[src/rtl/usart_pkg.sv]
// shared constants for the serial port baud, wake and register logic
package usart_pkg;
  // register byte offsets
  localparam logic [7:0] CTRL_OFS  = 8'h00;
  localparam logic [7:0] RXCTL_OFS = 8'h04;
  localparam logic [7:0] PSR_OFS   = 8'h08;
  localparam logic [7:0] BAUD_OFS  = 8'h0C;
  localparam logic [7:0] TXD_OFS   = 8'h10;
  localparam logic [7:0] RXD_OFS   = 8'h14;
  localparam logic [7:0] PWR_OFS   = 8'h18;
  localparam logic [7:0] WAKE_OFS  = 8'h1C;
  // serial_control_reg fields
  localparam int CTL_LO    = 0;
  localparam int CTL_HI    = 1;
  localparam int CTL_TX9   = 2;
  localparam int CTL_SYNC  = 3;
  localparam int CTL_STOP2 = 4;
  localparam int CTL_S78   = 5;
  // rx_control_status_reg fields
  localparam int RXC_WAIT  = 0;
  // power register fields
  localparam int PWR_HALT  = 0;
  localparam int PWR_IDLE  = 1;
  localparam int PWR_XTAL  = 2;
  // wake register: enable byte low, edge byte high, serial pin on bit 3
  localparam int WAKE_SRC  = 3;
  localparam int WAKE_EDGE = 11;
  // values after reset
  localparam logic [5:0] CTRL_RST = 6'h00;
  localparam logic [7:0] PSR_RST  = 8'h00;
  localparam logic [7:0] BYTE_RST = 8'h00;
  // oversample ticks per bit
  localparam logic [4:0] OS_ASYNC      = 5'h10;
  localparam logic [4:0] OS_SYNC       = 5'h02;
  localparam logic [4:0] OS_STOP78     = 5'h0E;
  localparam logic [4:0] OS_ASYNC_HALF = 5'h08;
  localparam logic [4:0] OS_SYNC_HALF  = 5'h01;
  // oscillator settling after a wake from halt
  localparam logic [8:0] OSC_STAB_CYCLES = 9'h100;

  function automatic logic [3:0] data_bits(input logic lo, input logic hi);
    return hi ? 4'h9 : (lo ? 4'h7 : 4'h8);
  endfunction
endpackage

[src/rtl/baud_gen.sv]
// baud chain: half-step prescaler followed by an 11-bit divisor counter
`timescale 1ns/10ps
`default_nettype none
module baud_gen
(
  input  wire logic        hclk,
  input  wire logic        hresetn,
  input  wire logic [4:0]  presc_sel,
  input  wire logic [10:0] divisor,
  output logic             os_tick
);
  logic [4:0]  pre_cnt_q;
  logic        phase_q;
  logic [10:0] div_cnt_q;

  wire         run      = presc_sel != 5'h00;
  wire  [5:0]  span     = {1'b0, presc_sel} + 6'h01;
  wire  [4:0]  lo_len   = span[5:1];
  wire  [4:0]  hi_len   = 5'(span - {1'b0, lo_len});
  wire         pre_tick = run && pre_cnt_q == 5'h00;
  // odd spans alternate floor and ceiling counts
  wire  [4:0]  pre_rld  = (phase_q ? hi_len : lo_len) - 5'h01;
  wire  [4:0]  pre_cnt_d = !run ? 5'h00 : (pre_tick ? pre_rld : pre_cnt_q - 5'h01);
  wire  [10:0] div_cnt_d = !run ? 11'h000 :
                           !pre_tick ? div_cnt_q :
                           (div_cnt_q == 11'h000) ? divisor : div_cnt_q - 11'h001;

  assign os_tick = pre_tick && div_cnt_q == 11'h000;

  always_ff @(posedge hclk or negedge hresetn)
  begin
    if (!hresetn)
    begin
      pre_cnt_q <= 5'h00;
      phase_q   <= 1'b0;
      div_cnt_q <= 11'h000;
    end
    else
    begin
      pre_cnt_q <= pre_cnt_d;
      phase_q   <= run && (pre_tick ? !phase_q : phase_q);
      div_cnt_q <= div_cnt_d;
    end
  end

  // a stopped chain restarts from cleared counters, so the first tick is immediate
  AST_STOP_NO_TICK: assert property (@(posedge hclk) disable iff (!hresetn)
    !run |=> run || (!os_tick && pre_cnt_q == 5'h00 && div_cnt_q == 11'h000 && !phase_q))
    else $error("baud tick while prescaler stopped");
  AST_DIV_RELOAD: assert property (@(posedge hclk) disable iff (!hresetn)
    (os_tick ##1 run) |-> div_cnt_q == $past(divisor)) else $error("divisor not reloaded");
  AST_HALF_STEP: assert property (@(posedge hclk) disable iff (!hresetn)
    (pre_tick && presc_sel == 5'h02 ##1 presc_sel == 5'h02 && !pre_tick)
    |=> pre_tick || presc_sel != 5'h02) else $error("factor 1.5 spacing wrong");
endmodule // baud_gen
`default_nettype wire

[src/rtl/wake_ctrl.sv]
// low-power state, wake on serial line edge and oscillator settling hold
`timescale 1ns/10ps
`default_nettype none
module wake_ctrl
(
  input  wire logic hclk,
  input  wire logic hresetn,
  input  wire logic enter_halt,
  input  wire logic enter_idle,
  input  wire logic xtal_osc,
  input  wire logic wake_en,
  input  wire logic wake_fall,
  input  wire logic line_level,
  output logic      low_power,
  output logic      exec_hold
);
  logic       lowp_q;
  logic       halt_q;
  logic       line_prev_q;
  logic       exec_hold_q;
  logic [8:0] stab_q;

  wire       edge_ok    = wake_fall ? (line_prev_q && !line_level) : (!line_prev_q && line_level);
  wire       wake_evt   = lowp_q && wake_en && edge_ok;
  wire       stab_start = wake_evt && halt_q && xtal_osc;
  wire       lowp_d     = (enter_halt || enter_idle) ? 1'b1 : (wake_evt ? 1'b0 : lowp_q);
  wire [8:0] stab_d     = stab_start ? usart_pkg::OSC_STAB_CYCLES :
                          (stab_q != 9'h000 ? stab_q - 9'h001 : 9'h000);

  assign low_power = lowp_q;
  assign exec_hold = exec_hold_q;

  always_ff @(posedge hclk or negedge hresetn)
  begin
    if (!hresetn)
    begin
      lowp_q      <= 1'b0;
      halt_q      <= 1'b0;
      line_prev_q <= 1'b1;
      exec_hold_q <= 1'b0;
      stab_q      <= 9'h000;
    end
    else
    begin
      lowp_q      <= lowp_d;
      halt_q      <= enter_halt ? 1'b1 : (enter_idle ? 1'b0 : halt_q);
      line_prev_q <= line_level;
      stab_q      <= stab_d;
      exec_hold_q <= lowp_d || stab_d != 9'h000;
    end
  end

  AST_WAKE_EXIT: assert property (@(posedge hclk) disable iff (!hresetn)
    wake_evt |=> !low_power) else $error("no exit on wake edge");
  AST_OSC_HOLD: assert property (@(posedge hclk) disable iff (!hresetn)
    stab_start |-> ##256 exec_hold ##1 !exec_hold) else $error("settling hold not 256");
  COV_XTAL_WAKE: cover property (@(posedge hclk) disable iff (!hresetn) stab_start);
endmodule // wake_ctrl
`default_nettype wire

[src/rtl/usart_baud_wake_attention.sv]
// serial port core: AHB-Lite registers, framing, loopback, attention and wake
//
// The AHB-Lite interface to the registers and the address map are this design's own decisions.
`timescale 1ns/10ps
`default_nettype none
module usart_baud_wake_attention
(
  input  wire logic        hclk,
  input  wire logic        hresetn,
  input  wire logic        hsel,
  input  wire logic [31:0] haddr,
  input  wire logic [1:0]  htrans,
  input  wire logic        hwrite,
  input  wire logic [2:0]  hsize,
  input  wire logic [31:0] hwdata,
  input  wire logic        hready,
  output logic             hreadyout,
  output logic [31:0]      hrdata,
  output logic             hresp,
  input  wire logic        serial_in_pin,
  output logic             serial_out_pin,
  output logic             low_power,
  output logic             exec_hold
);
  typedef enum logic [3:0] {
    ST_IDLE  = 4'b0001,
    ST_START = 4'b0010,
    ST_DATA  = 4'b0100,
    ST_STOP  = 4'b1000
  } frame_state_e;

  frame_state_e tx_state_q;
  frame_state_e rx_state_q;
  logic        pend_q;
  logic        a_wr_q;
  logic        a_hit_q;
  logic [7:0]  a_addr_q;
  logic        hreadyout_q;
  logic [31:0] hrdata_q;
  logic [5:0]  serial_control_reg_q;
  logic        tx_buffer_empty_flag_q;
  logic        xmtg_q;
  logic        address_wait_bit_q;
  logic        rx_ninth_bit_q;
  logic        ferr_q;
  logic        oerr_q;
  logic        rx_full_flag_q;
  logic [7:0]  prescale_select_reg_q;
  logic [7:0]  baud_lo_q;
  logic [7:0]  tx_holding_reg_q;
  logic [7:0]  rx_holding_reg_q;
  logic        xtal_q;
  logic [7:0]  wake_enable_reg_q;
  logic [7:0]  wake_edge_reg_q;
  logic        rx_meta_q;
  logic        rx_sync_q;
  logic [8:0]  tx_shift_reg_q;
  logic        serial_out_q;
  logic [4:0]  tx_tick_q;
  logic [3:0]  tx_bit_q;
  logic [8:0]  rx_shift_reg_q;
  logic [4:0]  rx_tick_q;
  logic [3:0]  rx_bit_q;
  logic        os_tick;
  logic        lowp;

  // bus decode
  wire accept  = hsel && hready && htrans[1] && hsize == 3'b010;
  wire wr_en   = pend_q && a_wr_q && a_hit_q;
  wire wr_ctrl = wr_en && a_addr_q == usart_pkg::CTRL_OFS;
  wire wr_rxc  = wr_en && a_addr_q == usart_pkg::RXCTL_OFS;
  wire wr_psr  = wr_en && a_addr_q == usart_pkg::PSR_OFS;
  wire wr_baud = wr_en && a_addr_q == usart_pkg::BAUD_OFS;
  wire wr_txd  = wr_en && a_addr_q == usart_pkg::TXD_OFS;
  wire wr_pwr  = wr_en && a_addr_q == usart_pkg::PWR_OFS;
  wire wr_wake = wr_en && a_addr_q == usart_pkg::WAKE_OFS;
  wire rd_rxd  = pend_q && !a_wr_q && a_hit_q && a_addr_q == usart_pkg::RXD_OFS;
  wire go_halt = wr_pwr && hwdata[usart_pkg::PWR_HALT] && !lowp;
  wire go_idle = wr_pwr && hwdata[usart_pkg::PWR_IDLE] && !lowp && !go_halt;
  wire lp_enter = go_halt || go_idle;

  // frame geometry
  wire       lo_sel   = serial_control_reg_q[usart_pkg::CTL_LO];
  wire       hi_sel   = serial_control_reg_q[usart_pkg::CTL_HI];
  wire       sync_md  = serial_control_reg_q[usart_pkg::CTL_SYNC];
  wire       loopback = lo_sel && hi_sel;
  wire [3:0] nbits    = usart_pkg::data_bits(lo_sel, hi_sel);
  wire [4:0] bit_len  = sync_md ? usart_pkg::OS_SYNC : usart_pkg::OS_ASYNC;
  wire [4:0] half_len = sync_md ? usart_pkg::OS_SYNC_HALF : usart_pkg::OS_ASYNC_HALF;
  wire [10:0] divisor = {prescale_select_reg_q[2:0], baud_lo_q};

  // transmitter timing
  wire tx_last  = !serial_control_reg_q[usart_pkg::CTL_STOP2] || tx_bit_q[0];
  wire tx_short = tx_state_q == ST_STOP && tx_last && !sync_md
                  && serial_control_reg_q[usart_pkg::CTL_S78];
  wire [4:0] tx_len = tx_short ? usart_pkg::OS_STOP78 : bit_len;
  wire tx_end  = os_tick && tx_tick_q == tx_len - 5'h01;
  wire tx_load = os_tick && tx_state_q == ST_IDLE && !tx_buffer_empty_flag_q;
  wire tx_more = tx_state_q == ST_START || (tx_state_q == ST_DATA && tx_bit_q < nbits);

  // receiver timing
  wire rx_line = loopback ? serial_out_q : rx_sync_q;
  wire [4:0] rx_len = rx_state_q == ST_START ? half_len : bit_len;
  wire rx_end  = os_tick && rx_tick_q == rx_len - 5'h01;
  wire rx_done = rx_end && rx_state_q == ST_STOP;
  wire rx_keep = !address_wait_bit_q || rx_shift_reg_q[8];
  wire rx_take = rx_done && rx_keep;

  wire [7:0] rd_byte =
    !a_hit_q ? 8'h00 :
    a_addr_q == usart_pkg::CTRL_OFS ? {tx_buffer_empty_flag_q, xmtg_q, serial_control_reg_q} :
    a_addr_q == usart_pkg::RXCTL_OFS ? {3'h0, rx_full_flag_q, oerr_q, ferr_q,
                                        rx_ninth_bit_q, address_wait_bit_q} :
    a_addr_q == usart_pkg::PSR_OFS  ? prescale_select_reg_q :
    a_addr_q == usart_pkg::BAUD_OFS ? baud_lo_q :
    a_addr_q == usart_pkg::TXD_OFS  ? tx_holding_reg_q :
    a_addr_q == usart_pkg::RXD_OFS  ? rx_holding_reg_q :
    a_addr_q == usart_pkg::PWR_OFS  ? {3'h0, exec_hold, lowp, xtal_q, 2'h0} : 8'h00;
  wire [31:0] wake_word = {16'h0000, wake_edge_reg_q, wake_enable_reg_q};
  wire [31:0] rd_word = (a_hit_q && a_addr_q == usart_pkg::WAKE_OFS) ? wake_word
                                                                   : {24'h000000, rd_byte};

  assign hreadyout      = hreadyout_q;
  assign hrdata         = hrdata_q;
  assign hresp          = 1'b0;
  assign serial_out_pin = serial_out_q;
  assign low_power      = lowp;

  baud_gen u_baud
  (
    .hclk      (hclk),
    .hresetn   (hresetn),
    .presc_sel (lowp ? 5'h00 : prescale_select_reg_q[7:3]),
    .divisor   (divisor),
    .os_tick   (os_tick)
  );

  wake_ctrl u_wake
  (
    .hclk       (hclk),
    .hresetn    (hresetn),
    .enter_halt (go_halt),
    .enter_idle (go_idle),
    .xtal_osc   (xtal_q),
    .wake_en    (wake_enable_reg_q[usart_pkg::WAKE_SRC]),
    .wake_fall  (wake_edge_reg_q[usart_pkg::WAKE_SRC]),
    .line_level (rx_sync_q),
    .low_power  (lowp),
    .exec_hold  (exec_hold)
  );

  // bus slave: one wait state on every accepted word transfer
  always_ff @(posedge hclk or negedge hresetn)
  begin
    if (!hresetn)
    begin
      pend_q      <= 1'b0;
      a_wr_q      <= 1'b0;
      a_hit_q     <= 1'b0;
      a_addr_q    <= 8'h00;
      hreadyout_q <= 1'b1;
      hrdata_q    <= 32'h00000000;
    end
    else
    begin
      pend_q      <= accept;
      hreadyout_q <= !accept;
      if (accept)
      begin
        a_wr_q   <= hwrite;
        a_hit_q  <= haddr[31:5] == 27'h0000000 && haddr[1:0] == 2'h0;
        a_addr_q <= haddr[7:0];
      end
      if (pend_q && !a_wr_q)
        hrdata_q <= rd_word;
    end
  end

  // software-written registers and input synchroniser
  always_ff @(posedge hclk or negedge hresetn)
  begin
    if (!hresetn)
    begin
      serial_control_reg_q  <= usart_pkg::CTRL_RST;
      prescale_select_reg_q <= usart_pkg::PSR_RST;
      baud_lo_q             <= usart_pkg::BYTE_RST;
      tx_holding_reg_q      <= usart_pkg::BYTE_RST;
      xtal_q                <= 1'b0;
      wake_enable_reg_q     <= usart_pkg::BYTE_RST;
      wake_edge_reg_q       <= usart_pkg::BYTE_RST;
      rx_meta_q             <= 1'b1;
      rx_sync_q             <= 1'b1;
    end
    else
    begin
      rx_meta_q <= serial_in_pin;
      rx_sync_q <= rx_meta_q;
      if (wr_ctrl)
        serial_control_reg_q <= hwdata[5:0];
      if (wr_psr)
        prescale_select_reg_q <= hwdata[7:0];
      if (wr_baud)
        baud_lo_q <= hwdata[7:0];
      if (wr_txd)
        tx_holding_reg_q <= hwdata[7:0];
      if (wr_pwr)
        xtal_q <= hwdata[usart_pkg::PWR_XTAL];
      if (wr_wake)
      begin
        wake_enable_reg_q <= hwdata[7:0];
        wake_edge_reg_q   <= hwdata[15:8];
      end
    end
  end

  // status flags; hardware set beats software clear, except a TXD write beats a load on the empty flag and low-power entry beats both
  always_ff @(posedge hclk or negedge hresetn)
  begin
    if (!hresetn)
    begin
      tx_buffer_empty_flag_q <= 1'b1;
      xmtg_q                 <= 1'b0;
      address_wait_bit_q     <= 1'b0;
      rx_ninth_bit_q         <= 1'b0;
      ferr_q                 <= 1'b0;
      oerr_q                 <= 1'b0;
      rx_full_flag_q         <= 1'b0;
      rx_holding_reg_q       <= 8'h00;
    end
    else
    begin
      // pending write keeps the buffer full even if a load happens together
      tx_buffer_empty_flag_q <= lp_enter || (!wr_txd && (tx_load || tx_buffer_empty_flag_q));
      xmtg_q <= !lp_enter && (tx_load || (xmtg_q && !(tx_end && tx_state_q == ST_STOP
                && tx_last && tx_buffer_empty_flag_q)));
      rx_full_flag_q <= !lp_enter && (rx_take || (rx_full_flag_q && !rd_rxd));
      ferr_q <= !lp_enter && ((rx_done && !rx_line) || (ferr_q && !wr_rxc));
      oerr_q <= !lp_enter && ((rx_take && rx_full_flag_q) || (oerr_q && !wr_rxc));
      rx_ninth_bit_q <= !lp_enter && (rx_take ? rx_shift_reg_q[8] : rx_ninth_bit_q);
      if (rx_take && address_wait_bit_q)
        address_wait_bit_q <= 1'b0;
      else if (wr_rxc)
        address_wait_bit_q <= hwdata[usart_pkg::RXC_WAIT];
      // a character finishing as low power is entered must not disturb the holding reg
      if (rx_take && !lp_enter)
        rx_holding_reg_q <= rx_shift_reg_q[7:0];
    end
  end

  // transmitter
  always_ff @(posedge hclk or negedge hresetn)
  begin
    if (!hresetn)
    begin
      tx_state_q     <= ST_IDLE;
      tx_shift_reg_q <= 9'h1FF;
      serial_out_q   <= 1'b1;
      tx_tick_q      <= 5'h00;
      tx_bit_q       <= 4'h0;
    end
    else if (lp_enter)
    begin
      tx_state_q     <= ST_IDLE;
      tx_shift_reg_q <= 9'h1FF;
      serial_out_q   <= 1'b1;
      tx_tick_q      <= 5'h00;
    end
    else if (tx_load)
    begin
      tx_shift_reg_q <= {serial_control_reg_q[usart_pkg::CTL_TX9], tx_holding_reg_q};
      serial_out_q   <= 1'b0;
      tx_state_q     <= ST_START;
      tx_tick_q      <= 5'h00;
      tx_bit_q       <= 4'h0;
    end
    else if (os_tick && tx_state_q != ST_IDLE)
    begin
      tx_tick_q <= tx_end ? 5'h00 : tx_tick_q + 5'h01;
      if (tx_end && tx_more)
      begin
        serial_out_q   <= tx_shift_reg_q[0];
        tx_shift_reg_q <= {1'b1, tx_shift_reg_q[8:1]};
        tx_bit_q       <= tx_bit_q + 4'h1;
        tx_state_q     <= ST_DATA;
      end
      else if (tx_end && tx_state_q == ST_DATA)
      begin
        serial_out_q <= 1'b1;
        tx_bit_q     <= 4'h0;
        tx_state_q   <= ST_STOP;
      end
      else if (tx_end)
      begin
        tx_bit_q   <= 4'h1;
        tx_state_q <= tx_last ? ST_IDLE : ST_STOP;
      end
    end
  end

  // receiver
  always_ff @(posedge hclk or negedge hresetn)
  begin
    if (!hresetn)
    begin
      rx_state_q     <= ST_IDLE;
      rx_shift_reg_q <= 9'h000;
      rx_tick_q      <= 5'h00;
      rx_bit_q       <= 4'h0;
    end
    else if (lp_enter)
    begin
      rx_state_q <= ST_IDLE;
      rx_tick_q  <= 5'h00;
    end
    else if (os_tick)
    begin
      rx_tick_q <= rx_end ? 5'h00 : rx_tick_q + 5'h01;
      unique case (rx_state_q)
        ST_IDLE:
        begin
          rx_tick_q  <= 5'h00;
          rx_state_q <= rx_line ? ST_IDLE : ST_START;
        end
        ST_START:
          if (rx_end)
          begin
            rx_state_q     <= rx_line ? ST_IDLE : ST_DATA;
            rx_shift_reg_q <= 9'h000;
            rx_bit_q       <= 4'h0;
          end
        ST_DATA:
          if (rx_end)
          begin
            rx_shift_reg_q[rx_bit_q] <= rx_line;
            rx_bit_q                 <= rx_bit_q + 4'h1;
            rx_state_q <= (rx_bit_q == nbits - 4'h1) ? ST_STOP : ST_DATA;
          end
        ST_STOP:
          if (rx_end)
            rx_state_q <= ST_IDLE;
      endcase
    end
  end

  AST_ADDR_DISCARD: assert property (@(posedge hclk) disable iff (!hresetn)
    (rx_done && address_wait_bit_q && !rx_shift_reg_q[8] && !rd_rxd && !lp_enter)
    |=> $stable(rx_holding_reg_q) && $stable(rx_full_flag_q) && address_wait_bit_q)
    else $error("data character passed in address wait");
  AST_ADDR_ACCEPT: assert property (@(posedge hclk) disable iff (!hresetn)
    (rx_done && address_wait_bit_q && rx_shift_reg_q[8] && !lp_enter)
    |=> rx_full_flag_q && !address_wait_bit_q && rx_ninth_bit_q)
    else $error("address character not accepted");
  AST_REINIT: assert property (@(posedge hclk) disable iff (!hresetn)
    lp_enter |=> tx_buffer_empty_flag_q && !rx_full_flag_q && !ferr_q && !oerr_q && !xmtg_q
    && tx_shift_reg_q == 9'h1FF && $stable(rx_holding_reg_q)) else $error("reinit incomplete");
  AST_LOOPBACK: assert property (@(posedge hclk) disable iff (!hresetn)
    (loopback && rx_state_q == ST_DATA && rx_end && !lp_enter)
    |=> rx_shift_reg_q[$past(rx_bit_q)] == $past(serial_out_q))
    else $error("loopback sample not from tx output");
  AST_ERR_CLEAR: assert property (@(posedge hclk) disable iff (!hresetn)
    (wr_rxc && !rx_done) |=> !ferr_q && !oerr_q) else $error("error flags survive write");
  AST_TX_NINTH: assert property (@(posedge hclk) disable iff (!hresetn)
    (tx_load && !lp_enter) |=> tx_shift_reg_q[8] == $past(serial_control_reg_q[2])
    && !serial_out_q) else $error("ninth tx bit not from control");
  COV_LOOP_FRAME: cover property (@(posedge hclk) disable iff (!hresetn) loopback && rx_take);
  COV_ADDR_HIT: cover property (@(posedge hclk) disable iff (!hresetn)
    rx_take && address_wait_bit_q);
  COV_LP_ENTER: cover property (@(posedge hclk) disable iff (!hresetn) lp_enter);
endmodule // usart_baud_wake_attention
`default_nettype wire

[config.mk]
export PLATFORM = sky130hd
export DESIGN_NAME = usart_baud_wake_attention
export DESIGN_NICKNAME = d
export VERILOG_FILES = /design/src/rtl/usart_pkg.sv /design/src/rtl/baud_gen.sv /design/src/rtl/wake_ctrl.sv /design/src/rtl/usart_baud_wake_attention.sv
export SDC_FILE = /design/constraint.sdc
export NUM_CORES = 1
export LEC_CHECK = 0
export BUFFER_PORTS_ARGS = -buffer_cell sky130_fd_sc_hd__buf_4
export CORE_ASPECT_RATIO = 2
export CORE_MARGIN = 5
export CORE_UTILIZATION = 43
export DETAILED_ROUTE_END_ITERATION = 16
export SETUP_SLACK_MARGIN = 0.15
export SYNTH_ARGS = -nofsm -noshare
export SYNTH_HDL_FRONTEND = slang
export SYNTH_SLANG_ARGS = --single-unit
[constraint.sdc]
create_clock -name hclk -period 4 [get_ports hclk]
set_clock_uncertainty 0.1 [all_clocks]
set_input_delay 0.8 -clock hclk [delete_from_list [all_inputs] [get_ports hclk]]
set_output_delay 0.8 -clock hclk [all_outputs]
set_load 0.005 [all_outputs]
==> out/qor.json, run 1 <==
{
  "power_mw": 3.84,
  "finish.instance_area_um2": 10400,
  "reg2regPathDepth": 10,
  "rsz0062_at_grt": "false",
  "ctsResizeCount": 0,
  "starting_density": 0.438,
  "antenna_found_initial": 0,
  "cts_inserted_buffers": 17,
  "final_common_cell": "sky130_fd_sc_hd__dfrtp_1",
  "die_extent_in_x_um": 112,
  "postPlaceCellArea_um2": 9850,
  "slew-limit-headroom": 0.216,
  "drv_slew": 0,
  "criticalPathCategory": "flop to flop",
  "worst_ir_drop_vdd_uv": 243,
  "top_cell_by_count_worst_path": "sky130_fd_sc_hd__a311oi_1",
  "route.detailed.vias_per_inst": 5.69,
  "timing.critical_path.arrival_ns": 3.36,
  "yosysUniqueCellTypes": 78,
  "final_layout_size_suffix_gt1_frac": 0.253,
  "setup_slack_of_the_worst_register_to_register_path_ns": 0.90,
  "cts_max_level": 4,
  "result_of_the_run": "complete, no violations",
  "floorplan.rows": 74,
  "numClockSinks": 167,
  "worst_setup_path_end_kind": "flop",
  "routed-via-count": 7075,
  "netlist_top_cells_area": "sky130_fd_sc_hd__dfrtp_1, sky130_fd_sc_hd__mux2_2, sky130_fd_sc_hd__dfstp_2",
  "leakage_nw": 4.71,
  "die_height_um": 214,
  "synth_edf_count": 0,
  "drt-initial-drc-count": 309,
  "pin_count_of_the_biggest_net_entering_global_routing": 69,
  "post-synth-top-area-fraction": 0.419,
  "area_growth_from_synthesis_to_layout_pct": 16.5,
  "layout_worst_path_cycle_share": 0.775,
  "globalRouteOverflowTotal": 0,
  "port-buffer-count": 77,
  "avgSynthCellArea_um2": 10.1,
  "antenna-diode-count": 0,
  "n_fill_cell": 1941,
  "gr-usage-all-layers": 0.208,
  "globalplace.congestion": 0.928,
  "holdCritPathClass": "primary input to asynchronous set/reset pin",
  "routed_wire_length_per_instance_um": 20.0,
  "hpwlAfterDp_um": 18900,
  "mostFrequentLayoutCells": "sky130_fd_sc_hd__dfrtp_1, sky130_fd_sc_hd__buf_4, sky130_fd_sc_hd__nand2_1",
  "wire_length_of_the_first_global_routing_pass_um": 39100,
  "first_global_vias": 7232,
  "path_max_fanout": 12,
  "wirelength_um": 24800,
  "placeableCoreArea_um2": 20500,
  "synth.largest_area_cell": "sky130_fd_sc_hd__dfrtp_1",
  "drv_cap": 0,
  "cts-hold-fix-buffers": 0,
  "yosys_warnings": 0,
  "ys_seq_area_frac": 0.468,
  "totalNegativeSetupSlack_ns": 0,
  "worst_ep_required_time_ns": 4.26,
  "multi_input_comb_area_um2": 4420,
  "cts_tree": "yes",
  "cts_root_buf": "sky130_fd_sc_hd__clkbuf_16",
  "hold_slack_ns": 0.251,
  "hold_viol": 0,
  "seqCellArea_um2": 4200,
  "layout.nets": 1056,
  "layout_setup_ws_ns": 0.900,
  "worst_path_largest_cell_delay_ns": 0.54,
  "cts_setup_buffers": 0,
  "critical_path.cell_chain": "nand3_1 -> xor2_1 -> or2_2 -> ha_1 -> a21o_1 -> a31oi_1 -> xnor2_1 -> a311oi_1 -> a311oi_1 -> nor3_1",
  "clk_transition_reported_paths_ns": 0.07,
  "fraction_of_registers_with_async_set_reset": 1.00,
  "start_kind": "flop",
  "fmaxAchievable_mhz": 323,
  "fp.dieArea_um2": 24000,
  "drt.antenna.violating_nets": 0,
  "final.min_clock_period_ns": 3.10,
  "first_pass_iters": 5,
  "final-setup-viol-count": 0,
  "worst_slew_pin_slew_ns": 1.18,
  "p_per_area_nw_per_um2": 367,
  "post_synthesis_cells": 886,
  "dpl_worst_slack_ns": 0.915,
  "clock_latency_ns": 0.44,
  "io-pin-count": 112,
  "synth.cell_area_um2": 8970,
  "crit_slowest_cell": "sky130_fd_sc_hd__dfrtp_1",
  "postSynthRegisterBits": 167,
  "max-clock-path-buffers": 2,
  "synth_flop_cell": "sky130_fd_sc_hd__dfrtp_1",
  "drc": 0
}
-- logic make-up after synthesis --
group	share of synthesized area
xor gates and xnor gates	0.0186
DFF	0.468
other	0.000418
buffers and inverters	0.0462
adders and majority gates	0.0234
and+or+nand+nor	0.174
muxes	0.122
AOI/OAI and AO/OA	0.148
-- cells in the mapped netlist, types with 14 or more instances --
| master | instances |
|---|---|
| sky130_fd_sc_hd__nor3_1 | 19 |
| sky130_fd_sc_hd__dfrtp_1 | 150 |
| sky130_fd_sc_hd__mux2_2 | 73 |
| sky130_fd_sc_hd__nand2_1 | 74 |
| sky130_fd_sc_hd__o21ai_0 | 63 |
| sky130_fd_sc_hd__nor2_1 | 58 |
| sky130_fd_sc_hd__nand3_1 | 15 |
| sky130_fd_sc_hd__buf_4 | 17 |
| sky130_fd_sc_hd__nor4_1 | 14 |
| sky130_fd_sc_hd__a21oi_1 | 45 |
| sky130_fd_sc_hd__inv_1 | 34 |
| sky130_fd_sc_hd__ha_1 | 16 |
| sky130_fd_sc_hd__nand2b_1 | 14 |
| sky130_fd_sc_hd__dfstp_2 | 17 |
| sky130_fd_sc_hd__mux2i_1 | 27 |
| sky130_fd_sc_hd__xnor2_1 | 14 |
| sky130_fd_sc_hd__clkbuf_1 | 27 |
-- sequential cells by signal, indices dropped and copies added, names as in the netlist, 4 cells and up --
name and count:
hrdata 16, u_baud.div_cnt_q 11, rx_shift_reg_q 9, tx_shift_reg_q 9, u_wake.stab_q 9, a_addr_q 8, baud_lo_q 8, prescale_select_reg_q 8
rx_holding_reg_q 8, tx_holding_reg_q 8, wake_edge_reg_q 8, wake_enable_reg_q 8, serial_control_reg_q 6, rx_tick_q 5, tx_tick_q 5, u_baud.pre_cnt_q 5
rx_bit_q 4, rx_state_q 4, tx_bit_q 4, tx_state_q 4
-- metrics by stage --
step,std cells,utilization
2_1_floorplan,902,-
3_3_place_gp,1212,0.481
3_5_place_dp,1212,0.481
4_1_cts,1244,0.510
5_1_grt,1244,0.510
6_report,1244,0.510
-- worst paths after layout --
path                                                            from                             to
worst max-delay path            prescale_select_reg_q[4]$_DFFE_PN0P_  u_baud.pre_cnt_q[4]$_DFF_PN0_
worst min-delay path                                         hresetn  rx_shift_reg_q[1]$_DFFE_PN0P_
worst max register to register  prescale_select_reg_q[4]$_DFFE_PN0P_  u_baud.pre_cnt_q[4]$_DFF_PN0_
worst min register to register                   rx_meta_q$_DFF_PN1_            rx_sync_q$_DFF_PN1_
max in group asynchronous                                    hresetn            rx_sync_q$_DFF_PN1_
min in group hclk                                rx_meta_q$_DFF_PN1_            rx_sync_q$_DFF_PN1_
-- power by group --
group	internal, mW	total (mW)	switching (mW)
logic	0.155	0.362	0.206
registers	1.74	1.79	0.0550
clock network	0.999	1.68	0.683
total	2.89	3.84	0.944
-- area by class of cell --
cell class | count | share of cell area
Timing Repair Buffer | 100 | 0.0734
Clock inverter | 8 | 0.00922
Tap cell | 266 | 0.0319
Inverter | 34 | 0.0122
Multi-Input combinational cell | 645 | 0.423
Clock buffer | 24 | 0.0480
Sequential cell | 167 | 0.402
-- critical path, delay by kind of cell, from the launching register on --
family / cells / cell delay [ns]
AOI/OAI and AO/OA: 4 / 1.06
xor gates and xnor gates: 2 / 0.29
adders and majority gates: 1 / 0.40
DFF: 1 / 0.54
and+or+nand+nor: 3 / 0.64
-- routing by layer --
metal	GRT usage	wire length [µm]	up-vias
met5	0	0	-
met3	0.0356	790	61
li1	-	-	3359
met4	0.107	1130	0
met1	0.211	8790	3513
met2	0.397	14100	142
Power figures use the tool's default switching activity.
==> run 2: changes to the inputs <==
- clock period: 4 -> 2.8 ns (I/O delays scaled with it)
==> out/qor.json, run 2 (same netlist as run 1, synthesis figures left out) <==
{
  "final_common_cell": "sky130_fd_sc_hd__dfrtp_1",
  "wl_met2": {"value": 14300, "unit": "µm", "change": "+1.4%"},
  "starting_density": {"value": 0.438, "change": "unchanged"},
  "start_kind": "flop",
  "routed-via-count": {"value": 7246, "change": "+2.4%"},
  "hpwlAfterDp": {"value": 19400, "unit": "µm", "change": "+2.9%"},
  "routed_wire_length_per_instance": {"value": 19.5, "unit": "µm", "change": "-2.3%"},
  "post-route-util": {"value": 0.534, "change": "+0.0232"},
  "port-buffer-count": {"value": 77, "change": "unchanged"},
  "hold_viol": {"value": 0, "change": "unchanged"},
  "mostFrequentLayoutCells": "sky130_fd_sc_hd__dfrtp_1, sky130_fd_sc_hd__buf_4, sky130_fd_sc_hd__nand2_1",
  "clk_transition_reported_paths": {"value": 0.06, "unit": "ns", "change": "about the same"},
  "p_per_area": {"value": 508, "unit": "nW/µm²", "change": "+38%"},
  "final_layout_size_suffix_gt1_frac": {"value": 0.292, "change": "+0.0393"},
  "route.detailed.vias_per_inst": {"value": 5.60, "change": "-1.5%"},
  "globalplace.congestion": {"value": 0.913, "change": "-1.6%"},
  "pin_count_of_the_biggest_net_entering_global_routing": {"value": 55, "change": "-20%"},
  "area_growth_from_synthesis_to_layout_pct": 21.8,
  "fp.dieArea": {"value": 24000, "unit": "µm²", "change": "unchanged"},
  "wire_length_of_the_first_global_routing_pass": {"value": 39800, "unit": "µm", "change": "+1.9%"},
  "hold_depth": 1,
  "antenna-diode-count": {"value": 0, "change": "unchanged"},
  "final.min_clock_period": {"value": 2.62, "unit": "ns", "change": "-0.480 ns"},
  "path_max_fanout": {"value": 11, "change": "-1"},
  "numClockSinks": {"value": 167, "change": "unchanged"},
  "first_pass_iters": {"value": 5, "change": "unchanged"},
  "layout_worst_path_cycle_share": {"value": 0.936, "change": "+0.161"},
  "drv_cap": {"value": 0, "change": "unchanged"},
  "worst_ir_drop_vdd": {"value": 290, "unit": "µV", "change": "+20%"},
  "placeableCoreArea": {"value": 20500, "unit": "µm²", "change": "unchanged"},
  "clock_latency": {"value": 0.43, "unit": "ns", "change": "about the same"},
  "setup_slack_of_the_worst_register_to_register_path": {"value": 0.18, "unit": "ns", "change": "-0.72 ns"},
  "die_extent_in_x": {"value": 112, "unit": "µm", "change": "unchanged"},
  "drt-initial-drc-count": {"value": 347, "change": "+12%"},
  "totalNegativeSetupSlack": {"value": 0, "unit": "ns", "change": "unchanged"},
  "drt.antenna.violating_nets": {"value": 0, "change": "unchanged"},
  "globalRouteOverflowTotal": {"value": 0, "change": "unchanged"},
  "total_routed_wire_length_on_the_met1_layer": {"value": 8960, "unit": "µm", "change": "+1.9%"},
  "drc": {"value": 0, "change": "unchanged"},
  "result_of_the_run": "complete, no violations",
  "postPlaceCellArea": {"value": 10200, "unit": "µm²", "change": "+3.3%"},
  "worst_setup_path_end_kind": "flop",
  "timing.critical_path.arrival": {"value": 2.82, "unit": "ns", "change": "-0.54 ns"},
  "cts_root_buf": "sky130_fd_sc_hd__clkbuf_16",
  "cts_inserted_buffers": {"value": 17, "change": "unchanged"},
  "crit_slowest_cell": "sky130_fd_sc_hd__a2111oi_4",
  "worst_ep_required_time": {"value": 3.00, "unit": "ns", "change": "-1.26 ns"},
  "critical_path.cell_chain": "nor4_2 -> buf_4 -> nand4_1 -> a2111oi_4 -> buf_4 -> nand4_1 -> buf_6 -> o21ai_0 -> o21ai_0",
  "wl_met3": {"value": 721, "unit": "µm", "change": "-8.7%"},
  "fmaxAchievable": {"value": 382, "unit": "MHz", "change": "+18%"},
  "maxUsedRoutingLayer": "met4",
  "floorplan.rows": {"value": 74, "change": "unchanged"},
  "n_fill_cell": {"value": 1876, "change": "-3.3%"},
  "reg2regPathDepth": {"value": 9, "change": "-1"},
  "layout.nets": {"value": 1106, "change": "+4.7%"},
  "criticalPathCategory": "flop to flop",
  "gr-usage-all-layers": {"value": 0.212, "change": "+0.00327"},
  "cts_max_level": {"value": 4, "change": "unchanged"},
  "finish.instance_area": {"value": 10900, "unit": "µm²", "change": "+4.5%"},
  "leakage": {"value": 4.96, "unit": "nW", "change": "+5.1%"},
  "final-setup-viol-count": {"value": 0, "change": "unchanged"},
  "slew-limit-headroom": {"value": 0.400, "change": "+0.184"},
  "io-pin-count": {"value": 112, "change": "unchanged"},
  "cts_tree": "yes",
  "drv_slew": {"value": 0, "change": "unchanged"},
  "wirelength": {"value": 25200, "unit": "µm", "change": "+1.6%"},
  "die_height": {"value": 214, "unit": "µm", "change": "unchanged"},
  "antenna_found_initial": {"value": 0, "change": "unchanged"},
  "flip_flop_count_of_the_largest_register_after_layout": {"value": 16, "change": "unchanged"},
  "rsz0062_at_grt": "true",
  "holdCritPathClass": "primary input to flop",
  "first_global_vias": {"value": 7331, "change": "+1.4%"},
  "max-clock-path-buffers": {"value": 2, "change": "unchanged"},
  "worst_path_largest_cell_delay": {"value": 0.42, "unit": "ns", "change": "-0.12 ns"},
  "worst_slew_pin_slew": {"value": 0.900, "unit": "ns", "change": "-0.276 ns"}
}
-- run 2: cell types whose count changed in the layout (fill, tap and decap cells not counted), moves of 2 or more --
cell,change
sky130_fd_sc_hd__clkinv_2,-3
sky130_fd_sc_hd__buf_6,+2
sky130_fd_sc_hd__buf_4,+47
sky130_fd_sc_hd__clkbuf_1,+5
sky130_fd_sc_hd__bufinv_16,+2
sky130_fd_sc_hd__a2111oi_0,-2
sky130_fd_sc_hd__clkbuf_8,-5
-- run 2: layout make-up --
type | count | area [µm²] | share of cell area
clock buffers | 24 | 452 | 0.0414
clock inverters | 8 | 149 | 0.0136
inverters | 34 | 128 | 0.0117
multi-input cells | 645 | 4510 | 0.413
flip-flops and latches | 167 | 4200 | 0.385
well taps | 266 | 333 | 0.0305
repair buffers | 150 | 1150 | 0.106
-- run 2: power breakdown --
part | switching, mW | internal [mW]
sequential | 0.0718 | 2.48
clock | 0.942 | 1.49
combinational | 0.314 | 0.247
total | 1.33 | 4.22
-- run 2: timing repair --
item / CTS / global route
setup buffers: 0 / 6
cloned: 0 / 0
hold buffers: 1 / 0
pin swaps: 0 / 12
endpoints found under the hold margin: 43 / 0
gates resized for setup: 2 / 14
setup endpoints to repair: 11 / 34
-- run 2: path summary, 6_finish.rpt --
check,endpoint,startpoint
worst max-delay path,rx_bit_q[2]$_DFFE_PN0P_,u_baud.div_cnt_q[4]$_DFFE_PN0P_
worst min-delay path,rx_meta_q$_DFF_PN1_,serial_in_pin
worst max register to register,rx_bit_q[2]$_DFFE_PN0P_,u_baud.div_cnt_q[4]$_DFFE_PN0P_
worst min register to register,rx_sync_q$_DFF_PN1_,rx_meta_q$_DFF_PN1_
max in group asynchronous,rx_sync_q$_DFF_PN1_,hresetn
min in group asynchronous,rx_bit_q[0]$_DFFE_PN0P_,hresetn
-- run 2: worst max-delay path: cells and delay by family, from the launching register on --
family	cells	cell delay [ns]
compound gates	3	0.67
simple gates	3	0.76
flops	1	0.39
buf+inv	3	0.57
-- run 2: stage by stage --
step           std cells  hold slack, ns  power [mW]  setup slack, ns
2_1_floorplan        902           0.164        2.89            0.163
3_5_place_dp        1255           0.247        3.15           -0.266
4_1_cts             1288           0.112        5.59            0.159
3_3_place_gp        1255           0.247        3.14           -0.248
5_1_grt             1294           0.115        5.76            0.131
6_report            1294           0.133        5.55            0.180
-- run 2: routing by layer --
| metal | GRT usage | up-vias |
|---|---|---|
| li1 | - | 3466 |
| met1 | 0.220 | 3571 |
| met4 | 0.113 | 0 |
| met3 | 0.0330 | 62 |
| met5 | 0 | - |
| met2 | 0.397 | 147 |
==> run 3: changes to the inputs <==
- CORE_UTILIZATION: 43 -> 30
- TNS_END_PERCENT: unset -> 50
==> out/qor.json, run 3 (same netlist as run 1, synthesis figures left out) <==
{
  "result_of_the_run": "complete, no violations",
  "gr-usage-all-layers": {"value": 0.156, "change": "-0.0554"},
  "fp.dieArea": {"value": 33700, "unit": "µm²", "change": "+40%"},
  "final-setup-viol-count": {"value": 0, "change": "unchanged"},
  "final_common_cell": "sky130_fd_sc_hd__dfrtp_1",
  "drv_slew": {"value": 0, "change": "unchanged"},
  "leakage": {"value": 4.95, "unit": "nW", "change": "about the same"},
  "worst_setup_path_end_kind": "flop",
  "hpwlAfterDp": {"value": 20500, "unit": "µm", "change": "+5.7%"},
  "layout_worst_path_cycle_share": {"value": 0.936, "change": "about the same"},
  "globalRouteOverflowTotal": {"value": 0, "change": "unchanged"},
  "placeableCoreArea": {"value": 29500, "unit": "µm²", "change": "+44%"},
  "start_kind": "flop",
  "first_global_vias": {"value": 7595, "change": "+3.6%"},
  "comb_power_share": {"value": 0.098, "change": "-0.003"},
  "wl_met2": {"value": 15000, "unit": "µm", "change": "+4.5%"},
  "drv_cap": {"value": 0, "change": "unchanged"},
  "routed_wire_length_per_instance": {"value": 19.0, "unit": "µm", "change": "-2.6%"},
  "cts_root_buf": "sky130_fd_sc_hd__clkbuf_16",
  "criticalPathCategory": "flop to flop",
  "layout.nets": {"value": 1100, "change": "-0.54%"},
  "worst_slew_pin_slew": {"value": 0.770, "unit": "ns", "change": "-0.130 ns"},
  "cts_tree": "yes",
  "globalplace.congestion": {"value": 0.952, "change": "+4.2%"},
  "timing.critical_path.max_delay_family": "simple AND/OR/NAND/NOR gates",
  "power_report.internal_total": {"value": 4.30, "unit": "mW", "change": "+1.7%"},
  "slew-limit-headroom": {"value": 0.481, "change": "+0.0811"},
  "die_extent_in_x": {"value": 132, "unit": "µm", "change": "+18%"},
  "power.share.switching": {"value": 0.240, "change": "+0.00136"},
  "clock_latency": {"value": 0.43, "unit": "ns", "change": "about the same"},
  "cts_inserted_buffers": {"value": 17, "change": "unchanged"},
  "hold_viol": {"value": 0, "change": "unchanged"},
  "routed-via-count": {"value": 7230, "change": "-0.22%"},
  "n_fill_cell": {"value": 2892, "change": "+54%"},
  "holdCritPathClass": "primary input to flop",
  "power": {"value": 5.66, "unit": "mW", "change": "+1.9%"},
  "clock_power_share": {"value": 0.448, "change": "+0.009"},
  "dpl_worst_slack": {"value": 0.0422, "unit": "ns", "change": "+0.309 ns"},
  "max-clock-path-buffers": {"value": 2, "change": "unchanged"},
  "drt.antenna.violating_nets": {"value": 0, "change": "unchanged"},
  "critical_path.cell_chain": "nor4_2 -> buf_4 -> nand4_1 -> a2111oi_1 -> nand4_1 -> or4_1 -> nand3_1",
  "wire_length_of_the_first_global_routing_pass": {"value": 41300, "unit": "µm", "change": "+3.7%"},
  "seq_power_share": {"value": 0.453, "change": "-0.007"},
  "area_growth_from_synthesis_to_layout_pct": 23.2,
  "io-pin-count": {"value": 112, "change": "unchanged"},
  "final_layout_size_suffix_gt1_frac": {"value": 0.297, "change": "+0.00563"},
  "die_height": {"value": 255, "unit": "µm", "change": "+19%"},
  "wirelength": {"value": 26300, "unit": "µm", "change": "+4.4%"},
  "antenna_found_initial": {"value": 1, "change": "+1"},
  "flip_flop_count_of_the_largest_register_after_layout": {"value": 16, "change": "unchanged"},
  "wl_met3": {"value": 657, "unit": "µm", "change": "-8.9%"},
  "clk_transition_reported_paths": {"value": 0.07, "unit": "ns", "change": "about the same"},
  "port-buffer-count": {"value": 77, "change": "unchanged"},
  "power_switching": {"value": 1.36, "unit": "mW", "change": "+2.4%"},
  "totalNegativeSetupSlack": {"value": 0, "unit": "ns", "change": "unchanged"},
  "drc": {"value": 0, "change": "unchanged"},
  "cts_max_level": {"value": 4, "change": "unchanged"},
  "route.detailed.vias_per_inst": {"value": 5.21, "change": "-6.9%"},
  "starting_density": {"value": 0.304, "change": "-0.134"},
  "top_cell_by_count_worst_path": "sky130_fd_sc_hd__nand4_1",
  "first_pass_iters": {"value": 4, "change": "-1"},
  "pin_count_of_the_biggest_net_entering_global_routing": {"value": 76, "change": "+38%"},
  "total_routed_wire_length_on_the_met1_layer": {"value": 9160, "unit": "µm", "change": "+2.3%"},
  "fmaxAchievable": {"value": 382, "unit": "MHz", "change": "unchanged"},
  "numClockSinks": {"value": 167, "change": "unchanged"},
  "timing.critical_path.arrival": {"value": 2.89, "unit": "ns", "change": "+0.07 ns"},
  "final.min_clock_period": {"value": 2.62, "unit": "ns", "change": "+0.00000600 ns"},
  "rsz0062_at_grt": "true",
  "maxUsedRoutingLayer": "met4",
  "worst_path_largest_cell_delay": {"value": 0.52, "unit": "ns", "change": "+0.10 ns"},
  "worst_ep_required_time": {"value": 3.07, "unit": "ns", "change": "+0.07 ns"},
  "crit_slowest_cell": "sky130_fd_sc_hd__or4_1",
  "worst_ir_drop_vdd": {"value": 403, "unit": "µV", "change": "+39%"},
  "layout_setup_ws": {"value": 0.180, "unit": "ns", "change": "-0.00000600 ns"},
  "critPathBufInv": {"value": 1, "change": "-2"},
  "drt-initial-drc-count": {"value": 376, "change": "+8.4%"},
  "floorplan.rows": {"value": 89, "change": "+20%"},
  "path_max_fanout": {"value": 3, "change": "-8"},
  "p_per_area": {"value": 512, "unit": "nW/µm²", "change": "+0.67%"},
  "mostFrequentLayoutCells": "sky130_fd_sc_hd__dfrtp_1, sky130_fd_sc_hd__buf_4, sky130_fd_sc_hd__nand2_1"
}
run 3: what timing repair did:
action | 4_1_cts | 5_1_grt
gates resized for setup | 6 | 10
setup buffers | 0 | 3
endpoints found under the hold margin | 19 | 0
gates cloned | 1 | 0
pin swaps | 4 | 7
setup endpoints to repair | 21 | 37
hold buffers | 1 | 0
run 3: worst reg2reg max path: stages, from the launching register on:
cell,delay [ns]
sky130_fd_sc_hd__dfrtp_1,0.40
sky130_fd_sc_hd__nor4_2,0.30
sky130_fd_sc_hd__buf_4,0.16
sky130_fd_sc_hd__nand4_1,0.20
sky130_fd_sc_hd__a2111oi_1,0.51
sky130_fd_sc_hd__nand4_1,0.28
sky130_fd_sc_hd__or4_1,0.52
sky130_fd_sc_hd__nand3_1,0.10
run 3: area by class of cell:
type                    count  area, µm²  share of cell area
diodes                      1       2.50            0.000227
clock inverters            11        171              0.0155
multi-input cells         646       4500               0.407
clock buffers              21        470              0.0426
inverters                  34        128              0.0116
flip-flops and latches    167       4200               0.380
repair buffers            143       1120               0.101
well taps                 364        455              0.0412
run 3: worst paths after layout:
kind                                           endpoint                             from  slack [ns]  cells after the start
max                             rx_bit_q[3]$_DFFE_PN0P_  u_baud.div_cnt_q[3]$_DFFE_PN0P_        0.18                      7
min                                 rx_meta_q$_DFF_PN1_                    serial_in_pin        0.14                      1
max reg2reg                     rx_bit_q[3]$_DFFE_PN0P_  u_baud.div_cnt_q[3]$_DFFE_PN0P_        0.18                      7
min reg2reg                         rx_sync_q$_DFF_PN1_              rx_meta_q$_DFF_PN1_        0.26                      0
max in group asynchronous  u_wake.line_prev_q$_DFF_PN1_                          hresetn        1.42                      3
min in group asynchronous     tx_state_q[2]$_DFFE_PN0P_                          hresetn        0.46                      2
run 3: power by group through the flow:
| stage | Sequential [mW] | Combinational, mW | Clock, mW |
|---|---|---|---|
| 4_1_cts | 2.56 | 0.554 | 2.60 |
| 3_3_place_gp | 2.60 | 0.544 | 0 |
| 5_1_grt | 2.57 | 0.602 | 2.68 |
| 6_report | 2.56 | 0.556 | 2.54 |
| 2_1_floorplan | 2.57 | 0.314 | 0 |
| 3_5_place_dp | 2.61 | 0.548 | 0 |
run 3: layer usage:
metal  up-vias  track usage
li1       3450            -
met1      3565        0.149
met2       149        0.310
met3        66       0.0235
met4         0       0.0897
met5         -            0
run 3: stage by stage:
stage / area [µm²] / utilization / instances / hold slack, ns
after floorplan: 9040 / - / 902 / 0.164
after global placement: 10300 / 0.349 / 1349 / 0.246
after detailed placement: 10300 / 0.349 / 1349 / 0.251
after CTS: 11000 / 0.372 / 1383 / 0.118
after global routing: 11000 / 0.374 / 1386 / 0.120
final: 11000 / 0.374 / 1387 / 0.140
